===== src/verilog/pin_mux_params.svh =====
// constants for the four-pin function multiplexer
// assumes inclusion by the package and the mux module only
`ifndef PIN_MUX_PARAMS_SVH
`define PIN_MUX_PARAMS_SVH

// pin slots inside the four-bit pin vectors
`define PMX_P27           0
`define PMX_P30           1
`define PMX_P31           2
`define PMX_P33           3
`define PMX_PIN_COUNT     4

// timer-b output select field codes
`define PMX_TBSEL_TIMER_B_OUTPUT    2'h1
`define PMX_TBSEL_BAD     2'h2

// chip-select mode field codes
`define PMX_CS_OFF        2'h0
`define PMX_CS_INPUT      2'h1

// reset values of the registered pin controls and pad readback
`define PMX_RST_OUT       4'h0
`define PMX_RST_OE        4'h0
`define PMX_RST_PULLUP    4'h0
`define PMX_RST_PORT_IN   4'h0

// synchroniser depth on pin inputs
`define PMX_SYNC_STAGES   2

`endif


===== src/verilog/pin_mux_pkg.sv =====
// types shared by the pin function multiplexer
// assumes pin_mux_params.svh sits beside it
`include "pin_mux_params.svh"

package pin_mux_pkg;

  // function currently given to port 3 bit 3
  typedef enum logic [2:0] {
    F_PORT_IN,
    F_PORT_OUT,
    F_SDATA_IN,
    F_SDATA_OUT,
    F_CS_IN,
    F_CS_OUT,
    F_CMP_IN
  } p33_func_t;

  // registered state of the mux beyond its input synchroniser
  typedef struct packed {
    logic [3:0] pin_out;
    logic [3:0] pin_oe;
    logic [3:0] pin_pullup;
    logic [3:0] port_in;
    logic       tmr_d_in;
    logic       sdata_in;
    logic       cs_in;
    logic       cmp_in;
    logic       cmp_route;
    logic       bad_sel;
    p33_func_t  p33_func;
  } mux_state_t;

  // synchroniser state
  typedef struct packed {
    logic [3:0] meta;
    logic [3:0] sync;
  } sync_state_t;

endpackage


===== src/verilog/pin_sync.sv =====
// two-stage synchroniser for the pad input levels
// assumes pads are asynchronous to clk; only stage two is read outside
module pin_sync
  import pin_mux_pkg::*;
#(
  parameter int WIDTH = 4
)(
  input  wire logic             clk,      // system clock
  input  wire logic             reset_n,  // async reset, active low
  input  wire logic [WIDTH-1:0] pad_in,   // raw pad levels
  output logic      [WIDTH-1:0] pad_sync  // synchronised levels
);

  // the state struct is four bits per stage, so no other width fits
  if (WIDTH != 4)
  begin
    $error("pin_sync serves exactly four pins");
  end

  sync_state_t s_q;
  sync_state_t s_d;

  always_comb
  begin
    s_d      = s_q;
    s_d.meta = pad_in;
    s_d.sync = s_q.meta;
  end

  always_ff @(posedge clk or negedge reset_n)
  begin
    if (!reset_n)
      s_q <= '0;
    else
      s_q <= s_d;
  end

  assign pad_sync = s_q.sync;

endmodule


===== src/verilog/pin_mux.sv =====
// function multiplexer for port 2 bit 7 and port 3 bits 0, 1 and 3
// assumes control bits come from registers on clk; pad inputs are async
// Contract
// (RULE1) p2_7: select 0 gives port in/out by direction; 1 gives timer-d signal
// (RULE2) p2_7 input functions get pull-up when pull-up group 5 is set
// (RULE3) p3_0, p3_1, p3_3 input functions get pull-up when group 6 is set
// (RULE4) p3_1 drives timer-b output when field is 01 and usage conditions hold
// (RULE5) p3_1 otherwise is port input or output by direction
// (RULE6) software never writes 10 into the timer-b output select field
// (RULE7) p3_3 with data select 1 carries serial data, direction ignored
// (RULE8) p3_3 with both selects 0 and mode 01/10/11 is chip select
// (RULE9) serial data output is open-drain when open-drain bit 1, bidirectional 0
// (RULE10) chip-select output is open-drain when its open-drain bit is 1
// (RULE11) p3_3 port input with irq3 enable routes pin to comparator b3; the code also needs the handshake select bit at 0
// (RULE12) don't-care bits are ignored; no function selected means plain port
`include "pin_mux_params.svh"
module pin_mux
  import pin_mux_pkg::*;
(
  input  wire logic       clk,                      // system clock, 20 MHz
  input  wire logic       reset_n,                  // async reset, active low
  input  wire logic [3:0] pin_in,                   // pad levels p2_7,p3_0,p3_1,p3_3
  output logic      [3:0] pin_out,                  // pad output values
  output logic      [3:0] pin_oe,                   // pad drive enables, high drives
  output logic      [3:0] pin_pullup,               // pull-up enables
  input  wire logic [3:0] port_out_data,            // port output latch bits
  output logic      [3:0] port_in_data,             // synchronised pad readback
  input  wire logic       port2_bit7_direction,     // 1 output, 0 input
  input  wire logic       port3_bit0_direction,     // 1 output, 0 input
  input  wire logic       port3_bit1_direction,     // 1 output, 0 input
  input  wire logic       port3_bit3_direction,     // 1 output, 0 input
  input  wire logic       pullup_group5,            // pull-up enable for p2_7
  input  wire logic       pullup_group6,            // pull-up enable for p3_x
  input  wire logic       timer_d_ch1_d_pin_select, // p2_7 to timer d
  input  wire logic       timer_d_ch1_d_out,        // timer d output value
  input  wire logic       timer_d_ch1_d_oe,         // timer d wants to drive
  output logic            timer_d_ch1_d_signal,     // pin value to timer d
  input  wire logic       timer_a_out_pin_select,   // p3_0 to timer a
  input  wire logic       timer_a_out_enable,       // timer a output enabled
  input  wire logic       timer_a_out,              // timer a output value
  input  wire logic [1:0] timer_b_output_select,    // p3_1 timer b select field
  input  wire logic       timer_b_usage_ok,         // timer b output conditions met
  input  wire logic       timer_b_output,           // timer b output value
  output logic            timer_b_prohibited_sel,   // select field holds 10
  input  wire logic       serial_data_pin_select,   // p3_3 to serial data
  input  wire logic       serial_chipsel_pin_select,// 0 lets p3_3 be chip select
  input  wire logic       serial_data_out_en,       // serial data output control
  input  wire logic       serial_data_out,          // serial data value
  output logic            serial_unit_data_line,    // pin value to serial data
  input  wire logic [1:0] chip_select_mode_field,   // chip-select mode
  input  wire logic       serial_chipsel_out,       // chip-select output value
  output logic            serial_unit_chip_select,  // pin value to chip select
  input  wire logic       data_open_drain_bit,      // data open-drain option
  input  wire logic       chipsel_open_drain_bit,   // chip-select open-drain option
  input  wire logic       bidirectional_mode_bit,   // serial bidirectional mode
  input  wire logic       irq3_enable_bit,          // irq3 pin enable
  input  wire logic       handshake_select_bit,     // uart handshake on p3_3
  output logic            comparator_b3_input,      // pin value to comparator b3
  output logic            comparator_b3_select,     // comparator b3 uses the pin
  output p33_func_t       p3_3_function             // current p3_3 function
);

  mux_state_t s_q;
  mux_state_t s_d;
  logic [3:0] pin_s;

  pin_sync #(
    .WIDTH    (`PMX_PIN_COUNT)
  ) u_sync (
    .clk      (clk),
    .reset_n  (reset_n),
    .pad_in   (pin_in),
    .pad_sync (pin_s)
  );

  // returns {oe, out}; open-drain only sinks so a high releases the pad
  function automatic logic [1:0] drive_pin(input logic od, input logic val);
    if (od)
      return {~val, 1'b0};
    else
      return {1'b1, val};
  endfunction

  always_comb
  begin
    logic [1:0] drv;
    logic       tb_on;
    logic       p33_portlike;
    drv          = 2'h0;
    tb_on        = 1'b0;
    p33_portlike = 1'b0;
    s_d          = s_q;
    s_d.port_in  = pin_s;

    // (RULE1) timer d or port
    if (timer_d_ch1_d_pin_select)
      drv = timer_d_ch1_d_oe ? drive_pin(1'b0, timer_d_ch1_d_out) : 2'h0;
    else
      drv = port2_bit7_direction ? drive_pin(1'b0, port_out_data[`PMX_P27]) : 2'h0;
    {s_d.pin_oe[`PMX_P27], s_d.pin_out[`PMX_P27]} = drv;
    s_d.tmr_d_in = timer_d_ch1_d_pin_select & ~drv[1] & pin_s[`PMX_P27];

    // timer a output when enabled, plain port only when timer a is not selected
    if (timer_a_out_pin_select && timer_a_out_enable)
      drv = drive_pin(1'b0, timer_a_out);
    else if (!timer_a_out_pin_select && port3_bit0_direction)
      drv = drive_pin(1'b0, port_out_data[`PMX_P30]);
    else
      drv = 2'h0;
    {s_d.pin_oe[`PMX_P30], s_d.pin_out[`PMX_P30]} = drv;

    // (RULE4) timer b overrides direction
    tb_on = (timer_b_output_select == `PMX_TBSEL_TIMER_B_OUTPUT) && timer_b_usage_ok;
    if (tb_on)
      drv = drive_pin(1'b0, timer_b_output);
    // (RULE5) port fallback
    else
      drv = port3_bit1_direction ? drive_pin(1'b0, port_out_data[`PMX_P31]) : 2'h0;
    {s_d.pin_oe[`PMX_P31], s_d.pin_out[`PMX_P31]} = drv;
    // (RULE6) flag the forbidden code
    s_d.bad_sel = (timer_b_output_select == `PMX_TBSEL_BAD);

    // (RULE7) serial data has first claim on p3_3
    if (serial_data_pin_select)
      s_d.p33_func = serial_data_out_en ? F_SDATA_OUT : F_SDATA_IN;
    // (RULE8) chip select when both selects are 0
    else if (!serial_chipsel_pin_select && chip_select_mode_field != `PMX_CS_OFF)
      s_d.p33_func = (chip_select_mode_field == `PMX_CS_INPUT) ? F_CS_IN : F_CS_OUT;
    else
    begin
      p33_portlike = 1'b1;
      // (RULE11) comparator route needs port input and no handshake
      if (!port3_bit3_direction && !handshake_select_bit && irq3_enable_bit)
        s_d.p33_func = F_CMP_IN;
      // (RULE12) plain port fallback
      else
        s_d.p33_func = port3_bit3_direction ? F_PORT_OUT : F_PORT_IN;
    end

    unique case (s_d.p33_func)
      F_SDATA_OUT:
        // (RULE9) open-drain only in standard mode
        drv = drive_pin(data_open_drain_bit & ~bidirectional_mode_bit, serial_data_out);
      F_CS_OUT:
        // (RULE10) chip-select open-drain
        drv = drive_pin(chipsel_open_drain_bit, serial_chipsel_out);
      F_PORT_OUT:
        drv = drive_pin(1'b0, port_out_data[`PMX_P33]);
      F_PORT_IN, F_SDATA_IN, F_CS_IN, F_CMP_IN:
        drv = 2'h0;
    endcase
    {s_d.pin_oe[`PMX_P33], s_d.pin_out[`PMX_P33]} = drv;

    s_d.sdata_in  = (s_d.p33_func == F_SDATA_IN) & pin_s[`PMX_P33];
    s_d.cs_in     = (s_d.p33_func == F_CS_IN) & pin_s[`PMX_P33];
    s_d.cmp_route = p33_portlike & (s_d.p33_func == F_CMP_IN);
    s_d.cmp_in    = s_d.cmp_route & pin_s[`PMX_P33];

    // (RULE2) group 5 pull-up on undriven p2_7
    s_d.pin_pullup[`PMX_P27] = pullup_group5 & ~s_d.pin_oe[`PMX_P27];
    // (RULE3) group 6 pull-ups; open-drain high-release is an output, not input
    s_d.pin_pullup[`PMX_P30] = pullup_group6 & ~s_d.pin_oe[`PMX_P30]
                               & ~(timer_a_out_pin_select & timer_a_out_enable);
    s_d.pin_pullup[`PMX_P31] = pullup_group6 & ~s_d.pin_oe[`PMX_P31] & ~tb_on;
    s_d.pin_pullup[`PMX_P33] = pullup_group6 & ~s_d.pin_oe[`PMX_P33]
                               & (s_d.p33_func != F_SDATA_OUT)
                               & (s_d.p33_func != F_CS_OUT);
  end

  always_ff @(posedge clk or negedge reset_n)
  begin
    if (!reset_n)
    begin
      s_q            <= '0;
      s_q.pin_out    <= `PMX_RST_OUT;
      s_q.pin_oe     <= `PMX_RST_OE;
      s_q.pin_pullup <= `PMX_RST_PULLUP;
      s_q.port_in    <= `PMX_RST_PORT_IN;
      s_q.p33_func   <= F_PORT_IN;
    end
    else
      s_q <= s_d;
  end

  assign pin_out                 = s_q.pin_out;
  assign pin_oe                  = s_q.pin_oe;
  assign pin_pullup              = s_q.pin_pullup;
  assign port_in_data            = s_q.port_in;
  assign timer_d_ch1_d_signal    = s_q.tmr_d_in;
  assign timer_b_prohibited_sel  = s_q.bad_sel;
  assign serial_unit_data_line   = s_q.sdata_in;
  assign serial_unit_chip_select = s_q.cs_in;
  assign comparator_b3_input     = s_q.cmp_in;
  assign comparator_b3_select    = s_q.cmp_route;
  assign p3_3_function           = s_q.p33_func;

  property p_p27_port;  // RULE1
    @(posedge clk) disable iff (!reset_n)
    (!timer_d_ch1_d_pin_select && port2_bit7_direction)
      |=> pin_oe[`PMX_P27] && pin_out[`PMX_P27] == $past(port_out_data[`PMX_P27]);
  endproperty
  a_p27_port: assert property (p_p27_port) else $error("p2_7 port output wrong");

  property p_pu5;  // RULE2
    @(posedge clk) disable iff (!reset_n)
    (!timer_d_ch1_d_pin_select && !port2_bit7_direction && pullup_group5)
      |=> pin_pullup[`PMX_P27] && !pin_oe[`PMX_P27];
  endproperty
  a_pu5: assert property (p_pu5) else $error("p2_7 pull-up missing");

  property p_pu_exclusive;  // RULE3
    @(posedge clk) disable iff (!reset_n)
    (pin_pullup & pin_oe) == 4'h0;
  endproperty
  a_pu_exclusive: assert property (p_pu_exclusive) else $error("pull-up on driven pin");

  property p_timer_b_output;  // RULE4
    @(posedge clk) disable iff (!reset_n)
    (timer_b_output_select == `PMX_TBSEL_TIMER_B_OUTPUT && timer_b_usage_ok)
      |=> pin_oe[`PMX_P31] && pin_out[`PMX_P31] == $past(timer_b_output);
  endproperty
  a_timer_b_output: assert property (p_timer_b_output) else $error("timer b output not driven");

  property p_tb_port_in;  // RULE5
    @(posedge clk) disable iff (!reset_n)
    (!(timer_b_output_select == `PMX_TBSEL_TIMER_B_OUTPUT && timer_b_usage_ok)
      && !port3_bit1_direction) |=> !pin_oe[`PMX_P31];
  endproperty
  a_tb_port_in: assert property (p_tb_port_in) else $error("p3_1 input driven");

  property p_bad_sel;  // RULE6
    @(posedge clk) disable iff (!reset_n)
    $rose(timer_b_prohibited_sel) |-> $past(timer_b_output_select) == `PMX_TBSEL_BAD;
  endproperty
  a_bad_sel: assert property (p_bad_sel) else $error("prohibited flag without cause");

  property p_sdata;  // RULE7
    @(posedge clk) disable iff (!reset_n)
    (serial_data_pin_select && serial_data_out_en && !data_open_drain_bit)
      |=> pin_oe[`PMX_P33] && pin_out[`PMX_P33] == $past(serial_data_out);
  endproperty
  a_sdata: assert property (p_sdata) else $error("serial data not driven");

  property p_cs_in;  // RULE8
    @(posedge clk) disable iff (!reset_n)
    (!serial_data_pin_select && !serial_chipsel_pin_select
      && chip_select_mode_field == `PMX_CS_INPUT)
      |=> p3_3_function == F_CS_IN && !pin_oe[`PMX_P33];
  endproperty
  a_cs_in: assert property (p_cs_in) else $error("chip-select input not selected");

  property p_sdata_od;  // RULE9
    @(posedge clk) disable iff (!reset_n)
    (serial_data_pin_select && serial_data_out_en && data_open_drain_bit
      && !bidirectional_mode_bit && serial_data_out) |=> !pin_oe[`PMX_P33];
  endproperty
  a_sdata_od: assert property (p_sdata_od) else $error("open-drain data drove high");

  property p_cs_od;  // RULE10
    @(posedge clk) disable iff (!reset_n)
    (!serial_data_pin_select && !serial_chipsel_pin_select
      && chip_select_mode_field[1] && chipsel_open_drain_bit && serial_chipsel_out)
      |=> !pin_oe[`PMX_P33];
  endproperty
  a_cs_od: assert property (p_cs_od) else $error("open-drain chip select drove high");

  property p_cmp;  // RULE11
    @(posedge clk) disable iff (!reset_n)
    (!port3_bit3_direction && !serial_data_pin_select && serial_chipsel_pin_select
      && !handshake_select_bit && irq3_enable_bit)
      |=> comparator_b3_select && !pin_oe[`PMX_P33];
  endproperty
  a_cmp: assert property (p_cmp) else $error("comparator route missing");

  property p_p33_port;  // RULE12
    @(posedge clk) disable iff (!reset_n)
    (!serial_data_pin_select && serial_chipsel_pin_select && port3_bit3_direction)
      |=> pin_oe[`PMX_P33] && pin_out[`PMX_P33] == $past(port_out_data[`PMX_P33]);
  endproperty
  a_p33_port: assert property (p_p33_port) else $error("p3_3 port output wrong");

endmodule


===== config.mk =====
export PLATFORM = sky130hd
export DESIGN_NAME = pin_mux
export DESIGN_NICKNAME = d
export VERILOG_FILES = /design/src/verilog/pin_mux_pkg.sv /design/src/verilog/pin_sync.sv /design/src/verilog/pin_mux.sv
export VERILOG_INCLUDE_DIRS = /design/src /design/src/verilog
export SDC_FILE = /design/constraint.sdc
export NUM_CORES = 1
export LEC_CHECK = 0
export ABC_AREA = 1
export ABC_CLOCK_PERIOD_IN_PS = 1700
export BUFFER_PORTS_ARGS = -buffer_cell sky130_fd_sc_hd__buf_2
export CORE_MARGIN = 10
export CORE_UTILIZATION = 49
export CTS_BUF_LIST = sky130_fd_sc_hd__clkbuf_2 sky130_fd_sc_hd__clkbuf_4 sky130_fd_sc_hd__clkbuf_8
export DETAILED_ROUTE_END_ITERATION = 10
export PLACE_DENSITY_LB_ADDON = 0.1
export SLEW_MARGIN = 25
export SYNTH_ARGS = -nofsm -noshare
export SYNTH_HDL_FRONTEND = slang
export SYNTH_SLANG_ARGS = --single-unit

===== constraint.sdc =====
create_clock -name clk -period 1.7 [get_ports clk]
set_input_delay 0.425 -clock clk [delete_from_list [all_inputs] [get_ports clk]]
set_output_delay 0.425 -clock clk [all_outputs]
set_load 0.03 [all_outputs]

# Yosys cells after proc, flatten, opt, wreduce, memory -nomap -nowiden
# Index checks and enable logic that the tools add are counted.
# word_totals
ff_bits,33
out_inout_bits,25
romBits,0
ram_bits,0
memories,0
word_cells,80
inputBits,38
latch_bits,0
# classes
n_reduce_logical,13
n_eq_ne,11
muxes,18
shift,0
multipliers,0
n_bitwise,25
n_addsub,0
div,0
n_lt_le_gt_ge,0
# op_table
operator,count
$mux 2,9
$and 1x1->1,16
$eq 3x3->1 const B,3
$mux 3,3
$not 1->1,9
$pmux 2 s4,1
$eq 3x2->1 const B,2
$logic_and 1x1->1,6
$mux 1,5
$eq 2x1->1 const B,2
$logic_not 1->1,4
$reduce_or 4->1,1
$eq 3x1->1 const B,1
$logic_not 3->1,1
$ne 3x2->1 const B,1
$ne 3x3->1 const B,1
$eq 2x2->1 const B,1
$reduce_bool 2->1,1

# Logic depth before layout (Yosys ltp)
# Gate-level depths: netlist (run 1).
# depth
depth_word,13
mapped_depth,9
mapped_depth_nobuf,9

# Modules after synthesis
# A second synthesis (run 1) with hierarchy kept.
# hier_totals
cells_unflattened,105
area_unflattened_um2,1152.4
# by_module_without_submodules
module,instances,area_per_inst_um2,cells_per_inst,seq_area_each_um2
pin_mux,1,952.2,97,625.6
pin_sync,1,200.2,8,200.2

# Least setup slack after synthesis (run 1)
# No wires, ideal clock.
# synth_timing
path_type,input-to-reg
from,in chip_select_mode_field[0]
to,"reg, netlist name pin_pullup[3]"
slack_ps,658
required_time_ps,1585
stages,6
setup_time_ps,115
n_path_buf,0
arrival_ps,926
cell_sequence,o21ai_4 -> o21ai_1 -> nand3_1 -> nand2_2 -> nand2_2 -> nor2_2
# synth_lines
element,line,text
"start, declared",pin_mux.sv:50,"input wire logic [1:0] chip_select_mode_field,"

# Worst setup path after layout (run 1)
# layout_timing
from,"reg, netlist name pin_pullup[1]"
to,out pin_pullup[1]
# layout_lines
element,line,text
"end, declared",pin_mux.sv:25,"output logic [3:0] pin_pullup,"
# No word-level cell between the ends.

==> load_flow_metrics.sql, run 1 <==
INSERT INTO impl_metrics (metric_group, metric, value, unit) VALUES
('run_status', 'status', 'finished clean', ''),
('detailed_routing', 'vias_per_cell', '4.59', ''),
('power_and_ir_drop', 'combinationalPowerShare', '16.4', '%'),
('logic_synthesis', 'synth_seq_area_share', '69.0', '%'),
('layout', 'final_cell_mix', 'sky130_fd_sc_hd__buf_2 (62), sky130_fd_sc_hd__dfrtp_1 (33), sky130_fd_sc_hd__nand2_1 (17)', ''),
('job', 'max_cap_viols', '0', ''),
('die', 'die-width', '69.4', 'um'),
('logic_synthesis', 'syn-mean-instance-area', '11.3', 'um^2'),
('detailed_routing', 'route.detailed.drc', '0', ''),
('die', 'dieArea', '4820', 'um^2'),
('power_and_ir_drop', 'totalPowerFinal', '1580', 'uW'),
('critical_path', 'worst-path-stages', '1', ''),
('sta', 'max_slew.worst_pin.slew', '0.252', 'ns'),
('detailed_routing', 'vias', '940', ''),
('logic_synthesis', 'synth-seq-cells', '33', ''),
('placement', 'routabilityCongestion', '0.850', ''),
('layout', 'area.growth.synth_to_final', '36.4', '%'),
('critical_path', 'reg2reg_setup_slack', '1.00', 'ns'),
('sta', 'grt_setup_unrepaired', 'false', ''),
('power_and_ir_drop', 'ir_worst_vdd', '741', 'uV'),
('global_route', 'grt_pass1_vias', '1062', ''),
('logic_synthesis', 'post_synth_num_cell_types', '19', ''),
('critical_path', 'worstPathBufferInverterCount', '1', ''),
('clocking', 'tritoncts', 'built', ''),
('sta', 'setup_viol', '0', ''),
('layout', 'layout.cells.most_common', 'sky130_fd_sc_hd__buf_2', ''),
('layout', 'diode_count', '0', ''),
('clocking', 'clkLatencyLatePin', '0.32', 'ns'),
('sta', 'final-max-slew-violation-count', '0', ''),
('worst_hold_path', 'hold_class', 'in2async', ''),
('critical_path', 'setup.worst_path.start_class', 'register', ''),
('critical_path', 'cp_slowest_cell', 'sky130_fd_sc_hd__dfrtp_1', ''),
('sta', 'max_clock_freq', '0.766', 'GHz'),
('global_route', 'number_of_antenna_violations_at_the_first_check_in_global_routing', '0', ''),
('layout', 'multiInputGateArea', '285', 'um^2'),
('clocking', 'postCtsSetupBuffers', '0', ''),
('global_route', 'grt-ovfl-total', '0', ''),
('detailed_routing', 'drtPass1Iterations', '4', ''),
('power_and_ir_drop', 'power.sequential.fraction', '53.1', '%'),
('sta', 'hold-worst-slack', '0.0381', 'ns'),
('sta', 'finalClockSkew', '0.00622', 'ns'),
('power_and_ir_drop', 'leakage', '0.000953', 'uW'),
('critical_path', 'cp-endpoint', 'pin_pullup[1]', ''),
('die', 'std_cell_rows', '17', ''),
('clocking', 'cts_resized', '0', ''),
('clocking', 'clock_tree.htree_level_count', '2', ''),
('global_route', 'grtUsageTotal', '12.3', '%'),
('die', 'placeableCoreArea', '2280', 'um^2'),
('die', 'num_io_pins', '63', ''),
('clocking', 'clk_path_buf_depth', '2', ''),
('critical_path', 'regToRegStartpoint', 'u_sync.pad_sync[3]', ''),
('power_and_ir_drop', 'power_switching', '422', 'uW'),
('detailed_routing', 'routedWlPerCell', '13.8', 'um'),
('critical_path', 'worstPathArrival', '0.88', 'ns'),
('critical_path', 'reg2reg_depth', '2', ''),
('detailed_routing', 'detail_route.wirelength', '2830', 'um'),
('clocking', 'cts_made_buffers', '5', ''),
('layout', 'sequential_cell_area', '826', 'um^2'),
('logic_synthesis', 'synthesis.instances', '106', ''),
('critical_path', 'path_class', 'reg2out', ''),
('layout', 'num-fill-cells', '186', ''),
('sta', 'timing.final.crit_period', '1.31', 'ns'),
('sta', 'timing.final.hold_violations', '0', ''),
('placement', 'postPlaceCellArea', '1560', 'um^2'),
('power_and_ir_drop', 'netSwitchingFraction', '26.7', '%'),
('critical_path', 'reg2reg_to', 'serial_unit_chip_select', ''),
('layout', 'fin_nets', '214', ''),
('critical_path', 'cp_cell_sequence', 'buf_2', ''),
('sta', 'finalCritPeriodShare', '76.8', '%'),
('power_and_ir_drop', 'internal_power', '1160', 'uW'),
('clocking', 'number_of_buffers_inserted_for_hold_repair_after_clock_tree_synthesis', '0', '');
cells by family (layout without fill, tap and decap cells):
group,count (synthesis),in the layout,synth area share (%)
AND/OR/NAND/NOR,48,48,19.8
flip-flops,33,33,69.0
buffers and inverters,19,90,7.11
AO/OA/AOI/OAI,6,6,4.08
final cells by class:
cell class | count | area share (%)
Tap cell | 28 | 2.15
Multi-Input combinational cell | 54 | 17.5
Inverter | 19 | 5.21
Clock buffer | 7 | 3.99
Clock inverter | 1 | 0.307
Sequential cell | 33 | 50.6
Timing Repair Buffer | 63 | 20.2
sequential cells by signal (all words and copies together) (netlist names), 3 cells and up:
name,count
pin_pullup,4
pin_out,4
p3_3_function,3
u_sync.pad_sync,4
port_in_data,4
u_sync.s_d,4
pin_oe,4
cell usage after synthesis (all sizes together):
cell,number,area share [%]
a32o,1,0.84
bufinv,1,1.5
dfrtp,33,69
inv,18,5.6
nand2,23,9.3
nand3,9,3.8
nand4,1,0.52
nor2,10,3.8
nor3,3,1.3
nor3b,1,0.63
o211ai,1,0.63
o21ai,4,2.6
or2,1,0.52
routing by layer:
| layer | GRT usage, % | wire length [um] | part of all wire [%] |
|---|---|---|---|
| met2 | 20.3 | 1400 | 49 |
| met1 | 11.4 | 996 | 35 |
| met4 | 5.32 | 30 | 1.1 |
| met5 | 0 | 0 | 0 |
| met3 | 8.42 | 402 | 14 |
power by group through the flow:
stage | Combinational [uW] | Sequential [uW] | Clock (uW)
after floorplan | 65.0 | 927 | 0
after global placement | 253 | 852 | 0
after detailed placement | 260 | 854 | 0
after CTS | 262 | 838 | 495
after global routing | 283 | 843 | 537
final | 258 | 837 | 482
worst min-delay path by stage:
stage,startpoint,endpoint,slack (ns)
3_3_place_gp,u_sync.s_d[2],u_sync.pad_sync[2],0.33
6_report,reset_n,serial_unit_data_line,0.04
2_1_floorplan,reset_n,comparator_b3_input,0.13
5_1_grt,reset_n,pin_oe[3],0.02
4_1_cts,reset_n,serial_unit_data_line,0.03
3_5_place_dp,u_sync.s_d[0],u_sync.pad_sync[0],0.34
through the flow:
stage                     util [%]  std cells  setup WS [ns]
after global placement        68.6        197          0.494
after detailed placement      68.6        197          0.462
after CTS                     71.7        205          0.375
final                         71.7        205          0.395
after global routing          71.7        205          0.334
after floorplan                  -        106          0.658
Power figures use the tool's default switching activity.
==> run 2, diff against run 1 <==
--- a/config.mk
+++ b/config.mk
@@ -7,10 +7,10 @@
 export NUM_CORES = 1
 export LEC_CHECK = 0
 export ABC_AREA = 1
-export ABC_CLOCK_PERIOD_IN_PS = 1700
+export ABC_CLOCK_PERIOD_IN_PS = 1250
 export BUFFER_PORTS_ARGS = -buffer_cell sky130_fd_sc_hd__buf_2
 export CORE_MARGIN = 10
-export CORE_UTILIZATION = 49
+export CORE_UTILIZATION = 46
 export CTS_BUF_LIST = sky130_fd_sc_hd__clkbuf_2 sky130_fd_sc_hd__clkbuf_4 sky130_fd_sc_hd__clkbuf_8
 export DETAILED_ROUTE_END_ITERATION = 10
 export PLACE_DENSITY_LB_ADDON = 0.1
==> constraint.sdc (replaced) <==
create_clock -name clk -period 1.25 [get_ports clk]
set_input_delay 0.3125 -clock clk [delete_from_list [all_inputs] [get_ports clk]]
set_output_delay 0.3125 -clock clk [all_outputs]
set_load 0.03 [all_outputs]
==> load_flow_metrics.sql, run 2 (synthesis gave the netlist of run 1 again) <==
INSERT INTO impl_metrics (metric_group, metric, value, unit) VALUES
('layout', 'fin_nets', '215', ''),
('clocking', 'clock_slew_seen_by_the_registers_of_the_worst_setup_and_hold_paths', '0.10', 'ns'),
('critical_path', 'critical_path.max_stage_delay', '0.37', 'ns'),
('placement', 'dp_hpwl', '2230', 'um'),
('sta', 'finalClockSkew', '0.000817', 'ns'),
('worst_hold_path', 'hold_class', 'in2reg', ''),
('critical_path', 'reg2reg_setup_slack', '0.55', 'ns'),
('critical_path', 'cp_top_family', 'flip-flops', ''),
('power_and_ir_drop', 'totalPowerFinal', '2050', 'uW'),
('critical_path', 'worst_ep_required_time', '0.94', 'ns'),
('sta', 'grt_setup_unrepaired', 'false', ''),
('sta', 'max_clock_freq', '0.841', 'GHz'),
('critical_path', 'worstPathBufferInverterCount', '1', ''),
('clocking', 'tritoncts', 'built', ''),
('layout', 'sequential_cell_area', '826', 'um^2'),
('placement', 'routabilityCongestion', '0.793', ''),
('detailed_routing', 'drt.antenna.violating_nets', '0', ''),
('layout', 'diode_count', '0', ''),
('global_route', 'number_of_antenna_violations_at_the_first_check_in_global_routing', '0', ''),
('die', 'initial_utilization', '48.3', '%'),
('layout', 'instances_no_fill', '208', ''),
('sta', 'finalCritPeriodShare', '95.1', '%'),
('layout', 'area.growth.synth_to_final', '35.6', '%'),
('power_and_ir_drop', 'leakage', '0.000943', 'uW'),
('detailed_routing', 'vias_per_cell', '4.45', ''),
('layout', 'num-fill-cells', '217', ''),
('detailed_routing', 'detailedRoute.firstIterationViolations', '27', ''),
('critical_path', 'setup.worst_path.start_class', 'register', ''),
('clocking', 'cts_made_buffers', '5', ''),
('detailed_routing', 'vias', '926', ''),
('placement', 'dp.cells', '199', ''),
('critical_path', 'end_kind', 'primary output', ''),
('sta', 'max_slew.worst_pin.slew', '0.395', 'ns'),
('layout', 'layout.cells.most_common', 'sky130_fd_sc_hd__buf_2', ''),
('sta', 'setup_viol', '0', ''),
('layout', 'multiInputGateArea', '285', 'um^2'),
('clocking', 'clkLatencyLatePin', '0.32', 'ns'),
('detailed_routing', 'routedWlPerCell', '12.8', 'um'),
('die', 'dieArea', '5040', 'um^2'),
('die', 'dieHeight', '71.0', 'um'),
('sta', 'fin_tns_setup', '0', 'ns'),
('power_and_ir_drop', 'ir_worst_vdd', '1040', 'uV'),
('clocking', 'clk_path_buf_depth', '2', ''),
('clocking', 'ctsRootBufferMaster', 'sky130_fd_sc_hd__clkbuf_4', ''),
('die', 'placeableCoreArea', '2480', 'um^2'),
('sta', 'timing.final.crit_period', '1.19', 'ns'),
('clocking', 'clock_tree.htree_level_count', '2', ''),
('critical_path', 'cp_slowest_cell', 'sky130_fd_sc_hd__dfrtp_1', ''),
('critical_path', 'worstPathArrival', '0.88', 'ns'),
('sta', 'timing.final.hold_violations', '0', ''),
('critical_path', 'critical_path_peak_fanout', '1', ''),
('placement', 'numPortBuffers', '62', ''),
('detailed_routing', 'detail_route.wirelength', '2670', 'um'),
('job', 'max_cap_viols', '0', ''),
('global_route', 'grt_pass1_wl', '4420', 'um'),
('die', 'die-width', '71.0', 'um'),
('global_route', 'grt_pass1_vias', '1035', ''),
('global_route', 'grtUsageTotal', '11.2', '%'),
('layout', 'final_layout_size_suffix_gt1_share', '48.3', '%'),
('die', 'std_cell_rows', '18', ''),
('detailed_routing', 'drtPass1Iterations', '2', ''),
('global_route', 'largest_net_degree_at_the_start_of_global_routing', '34', ''),
('die', 'num_io_pins', '63', ''),
('detailed_routing', 'route.detailed.drc', '0', ''),
('sta', 'final-max-slew-violation-count', '0', ''),
('power_and_ir_drop', 'pwr_density_cell', '1260', 'nW/um^2'),
('sta', 'slew_headroom', '73.6', '%'),
('run_status', 'status', 'finished clean', ''),
('critical_path', 'cp_cell_sequence', 'buf_2', ''),
('clocking', 'numClockSinks', '33', ''),
('clocking', 'postCtsSetupBuffers', '0', ''),
('critical_path', 'path_class', 'reg2out', ''),
('global_route', 'grt-ovfl-total', '0', ''),
('layout', 'final_cell_mix', 'sky130_fd_sc_hd__buf_2 (60), sky130_fd_sc_hd__dfrtp_1 (33), sky130_fd_sc_hd__nand2_1 (17)', '');
==> run 2: report_power, final <==
part / switching [uW] / internal (uW) / leakage (uW) / total, uW
clock: 350 / 212 / 0.0000310 / 562
combinational: 224 / 121 / 0.000504 / 345
sequential: 13.8 / 1130 / 0.000408 / 1140
total: 588 / 1460 / 0.000943 / 2050
==> run 2: path summary, 6_finish.rpt <==
kind,cells past startpoint,from,end
setup / recovery,1,pin_oe[2],pin_oe[2]
hold / removal,1,pin_in[0],u_sync.s_d[0]
setup reg to reg,2,u_sync.pad_sync[3],serial_unit_chip_select
hold reg to reg,0,u_sync.s_d[0],u_sync.pad_sync[0]
max in group asynchronous,3,reset_n,u_sync.pad_sync[1]
min in group asynchronous,3,reset_n,pin_pullup[1]
==> run 2: area by class of cell <==
class	instances	share of cell area, %
clock buffer	5	2.31
tap	30	2.31
inverter	19	5.25
sequential	33	50.9
timing repair buffer	64	20.5
clock inverter	3	1.08
multi-input combinational	54	17.6
==> run 2: timing repair <==
action / in CTS / in global routing
gates resized for setup: 0 / 4
hold buffers: 1 / 0
setup endpoints to repair: 0 / 2
endpoints found under the hold margin: 33 / 0
==> run 2: metrics by stage <==
stage / hold WS (ns) / worst slack [ns] / cell area [um^2] / util, %
final: 0.0849 / 0.0614 / 1620 / 65.5
after global routing: 0.0426 / 0.0000708 / 1620 / 65.5
after CTS: 0.0638 / 0.0305 / 1620 / 65.3
after detailed placement: 0.341 / 0.130 / 1550 / 62.6
after global placement: 0.332 / 0.153 / 1550 / 62.6
after floorplan: 0.0169 / 0.321 / 1200 / -
==> run 2: routing by layer <==
layer	share of wire (%)	vias to the layer above	global-route usage (%)	wire, um
met4	1.6	0	4.52	43
met2	50	42	18.5	1320
met3	13	5	8.93	355
li1	-	470	-	-
met5	0	-	0	0
met1	35	409	9.82	945
==> run 2: worst register-to-register path: cells and delay by family (launching register included) <==
kind | cells | cell delay [ns]
buf+inv | 1 | 0.07
flops | 1 | 0.35
simple gates | 1 | 0.20
==> run 3, diff against run 2 <==
==> constraint.sdc (replaced) <==
create_clock -name clk -period 1.25 [get_ports clk]
set_input_delay 0.3125 -clock clk [delete_from_list [all_inputs] [get_ports clk]]
set_output_delay 0.3125 -clock clk [all_outputs]
set_load 0.1 [all_outputs]
==> load_flow_metrics.sql, run 3 (synthesis gave the netlist of run 1 again) <==
INSERT INTO impl_metrics (metric_group, metric, value, unit) VALUES
('die', 'dieHeight', '71.0', 'um'),
('layout', 'area.growth.synth_to_final', '68.8', '%'),
('sta', 'timing.final.hold_violations', '0', ''),
('layout', 'fin_nets', '215', ''),
('critical_path', 'cp_slowest_cell', 'sky130_fd_sc_hd__dfrtp_1', ''),
('detailed_routing', 'routedWlPerCell', '14.8', 'um'),
('detailed_routing', 'detailedRoute.firstIterationViolations', '11', ''),
('detailed_routing', 'detail_route.wirelength', '3080', 'um'),
('critical_path', 'worstPathBufferInverterCount', '1', ''),
('clocking', 'numClockSinks', '33', ''),
('placement', 'routabilityCongestion', '0.831', ''),
('die', 'placeableCoreArea', '2480', 'um^2'),
('power_and_ir_drop', 'power_frac_clock', '25.7', '%'),
('critical_path', 'worstSetupStartpoint', 'port_in_data[0]', ''),
('detailed_routing', 'route.detailed.drc', '0', ''),
('sta', 'grt_setup_unrepaired', 'true', ''),
('clocking', 'clock_tree.htree_level_count', '2', ''),
('power_and_ir_drop', 'leakage', '0.00106', 'uW'),
('critical_path', 'worstPathArrival', '0.93', 'ns'),
('layout', 'finish.utilization', '81.5', '%'),
('layout', 'layout.cells.most_common', 'sky130_fd_sc_hd__buf_2', ''),
('sta', 'max_slew.worst_pin.slew', '0.370', 'ns'),
('die', 'dieArea', '5040', 'um^2'),
('sta', 'timing.final.crit_period', '1.24', 'ns'),
('critical_path', 'critical_path.max_stage_delay', '0.42', 'ns'),
('detailed_routing', 'drtPass1Iterations', '4', ''),
('power_and_ir_drop', 'totalPowerFinal', '2600', 'uW'),
('sta', 'max_clock_freq', '0.807', 'GHz'),
('critical_path', 'worst_ep_required_time', '0.94', 'ns'),
('power_and_ir_drop', 'power_switching', '874', 'uW'),
('worst_hold_path', 'hold_class', 'in2reg', ''),
('power_and_ir_drop', 'internal_power', '1720', 'uW'),
('global_route', 'grtUsageTotal', '12.7', '%'),
('die', 'num_io_pins', '63', ''),
('critical_path', 'path_class', 'reg2out', ''),
('critical_path', 'setup.worst_path.start_class', 'register', ''),
('sta', 'finalCritPeriodShare', '99.1', '%'),
('power_and_ir_drop', 'netSwitchingFraction', '33.7', '%'),
('critical_path', 'end_kind', 'primary output', ''),
('layout', 'final_layout_size_suffix_gt1_share', '48.3', '%'),
('critical_path', 'critical_path_peak_fanout', '1', ''),
('power_and_ir_drop', 'combinationalPowerShare', '29.3', '%'),
('detailed_routing', 'drt.antenna.violating_nets', '0', ''),
('detailed_routing', 'vias_per_cell', '4.60', ''),
('clocking', 'tritoncts', 'built', ''),
('layout', 'final_cell_mix', 'sky130_fd_sc_hd__buf_2 (37), sky130_fd_sc_hd__dfrtp_1 (33), sky130_fd_sc_hd__buf_12 (26)', ''),
('clocking', 'clk_path_buf_depth', '2', ''),
('clocking', 'ctsRootBufferMaster', 'sky130_fd_sc_hd__clkbuf_4', ''),
('clocking', 'clock_slew_seen_by_the_registers_of_the_worst_setup_and_hold_paths', '0.10', 'ns'),
('global_route', 'grt_pass1_wl', '4980', 'um'),
('clocking', 'postCtsSetupBuffers', '0', ''),
('global_route', 'grt_pass1_vias', '1057', ''),
('detailed_routing', 'vias', '956', ''),
('placement', 'numPortBuffers', '62', ''),
('clocking', 'clkLatencyLatePin', '0.33', 'ns'),
('layout', 'diode_count', '0', ''),
('sta', 'final-max-slew-violation-count', '0', ''),
('die', 'initial_utilization', '48.3', '%'),
('power_and_ir_drop', 'ir_worst_vdd', '1180', 'uV'),
('clocking', 'cts_resized', '0', ''),
('sta', 'finalClockSkew', '0.00665', 'ns'),
('global_route', 'number_of_antenna_violations_at_the_first_check_in_global_routing', '0', ''),
('critical_path', 'regToRegStartpoint', 'u_sync.pad_sync[3]', ''),
('global_route', 'grt-ovfl-total', '0', ''),
('run_status', 'status', 'finished clean', ''),
('critical_path', 'cp_cell_sequence', 'buf_12', ''),
('global_route', 'largest_net_degree_at_the_start_of_global_routing', '20', ''),
('power_and_ir_drop', 'pwr_density_cell', '1290', 'nW/um^2'),
('die', 'std_cell_rows', '18', ''),
('sta', 'setup_viol', '0', ''),
('sta', 'slew_headroom', '75.3', '%'),
('critical_path', 'cp_top_family', 'flip-flops', ''),
('power_and_ir_drop', 'power.sequential.fraction', '45.0', '%'),
('die', 'die-width', '71.0', 'um'),
('job', 'max_cap_viols', '0', ''),
('clocking', 'cts_made_buffers', '5', ''),
('worst_hold_path', 'hold_path.startpoint', 'pin_in[2]', ''),
('placement', 'dp_hpwl', '2640', 'um');
==> run 3: changes by cell type in the layout (fill, tap and decap cells not counted) <==
cell	before	now
sky130_fd_sc_hd__clkbuf_8	0	2
sky130_fd_sc_hd__clkinv_2	2	1
sky130_fd_sc_hd__buf_12	0	26
sky130_fd_sc_hd__buf_4	3	0
sky130_fd_sc_hd__buf_2	60	37
sky130_fd_sc_hd__clkinvlp_4	1	0
==> run 3: cell type report <==
cell class	instances	area, um^2
inverter	19	85.1
clock inverter	1	5.00
timing repair buffer	64	716
multi-input combinational	54	285
sequential	33	826
clock buffer	7	65.1
tap	30	37.5
fill	148	458
==> run 3: worst paths after layout <==
| check | to | slack (ns) | depth (start not counted) |
|---|---|---|---|
| max | port_in_data[0] | 0.01 | 1 |
| max reg2reg | comparator_b3_input | 0.51 | 2 |
| min in group asynchronous | timer_b_prohibited_sel | 0.42 | 2 |
| max in group asynchronous | timer_d_ch1_d_signal | 0.42 | 3 |
| min reg2reg | u_sync.pad_sync[3] | 0.35 | 0 |
| min | u_sync.s_d[2] | 0.08 | 1 |
==> run 3: timing repair <==
action                                  in CTS  in global routing
pin swaps                                    0                  0
hold buffers                                 1                  0
endpoints found under the hold margin       14                  0
endpoints found under the setup margin       7                 25
==> run 3: layer usage <==
layer | up-vias | wire [um] | global-route usage (%)
li1 | 469 | - | -
met2 | 48 | 1660 | 21.8
met1 | 437 | 1020 | 11.6
met4 | 0 | 32 | 3.87
met3 | 2 | 378 | 9.34
met5 | - | 0 | 0
==> run 3: power groups by stage <==
stage	Clock [uW]	Sequential, uW	Combinational (uW)
after floorplan	0	1510	88.4
after global placement	0	1190	748
after detailed placement	0	1190	765
after CTS	696	1170	768
after global routing	746	1180	794
final	666	1170	761
==> run 3: worst reg2reg max path: cells and delay by family, from the launching register on <==
family / cells / cell delay, ns
flip-flops: 1 / 0.36
AND/OR/NAND/NOR: 1 / 0.22
buffers and inverters: 1 / 0.08
==> run 3: per-stage QoR <==
stage          setup TNS, ns  setup WS (ns)  cell area [um^2]  instances  hold WS [ns]
6_report                   0         0.0115              2020        208        0.0783
5_1_grt               -0.550        -0.0379              2020        208        0.0416
4_1_cts              -0.0248       -0.00697              2020        208        0.0598
3_5_place_dp               0          0.102              1940        199         0.252
3_3_place_gp               0          0.157              1940        199         0.243
2_1_floorplan              0         0.0542              1200        106        0.0169
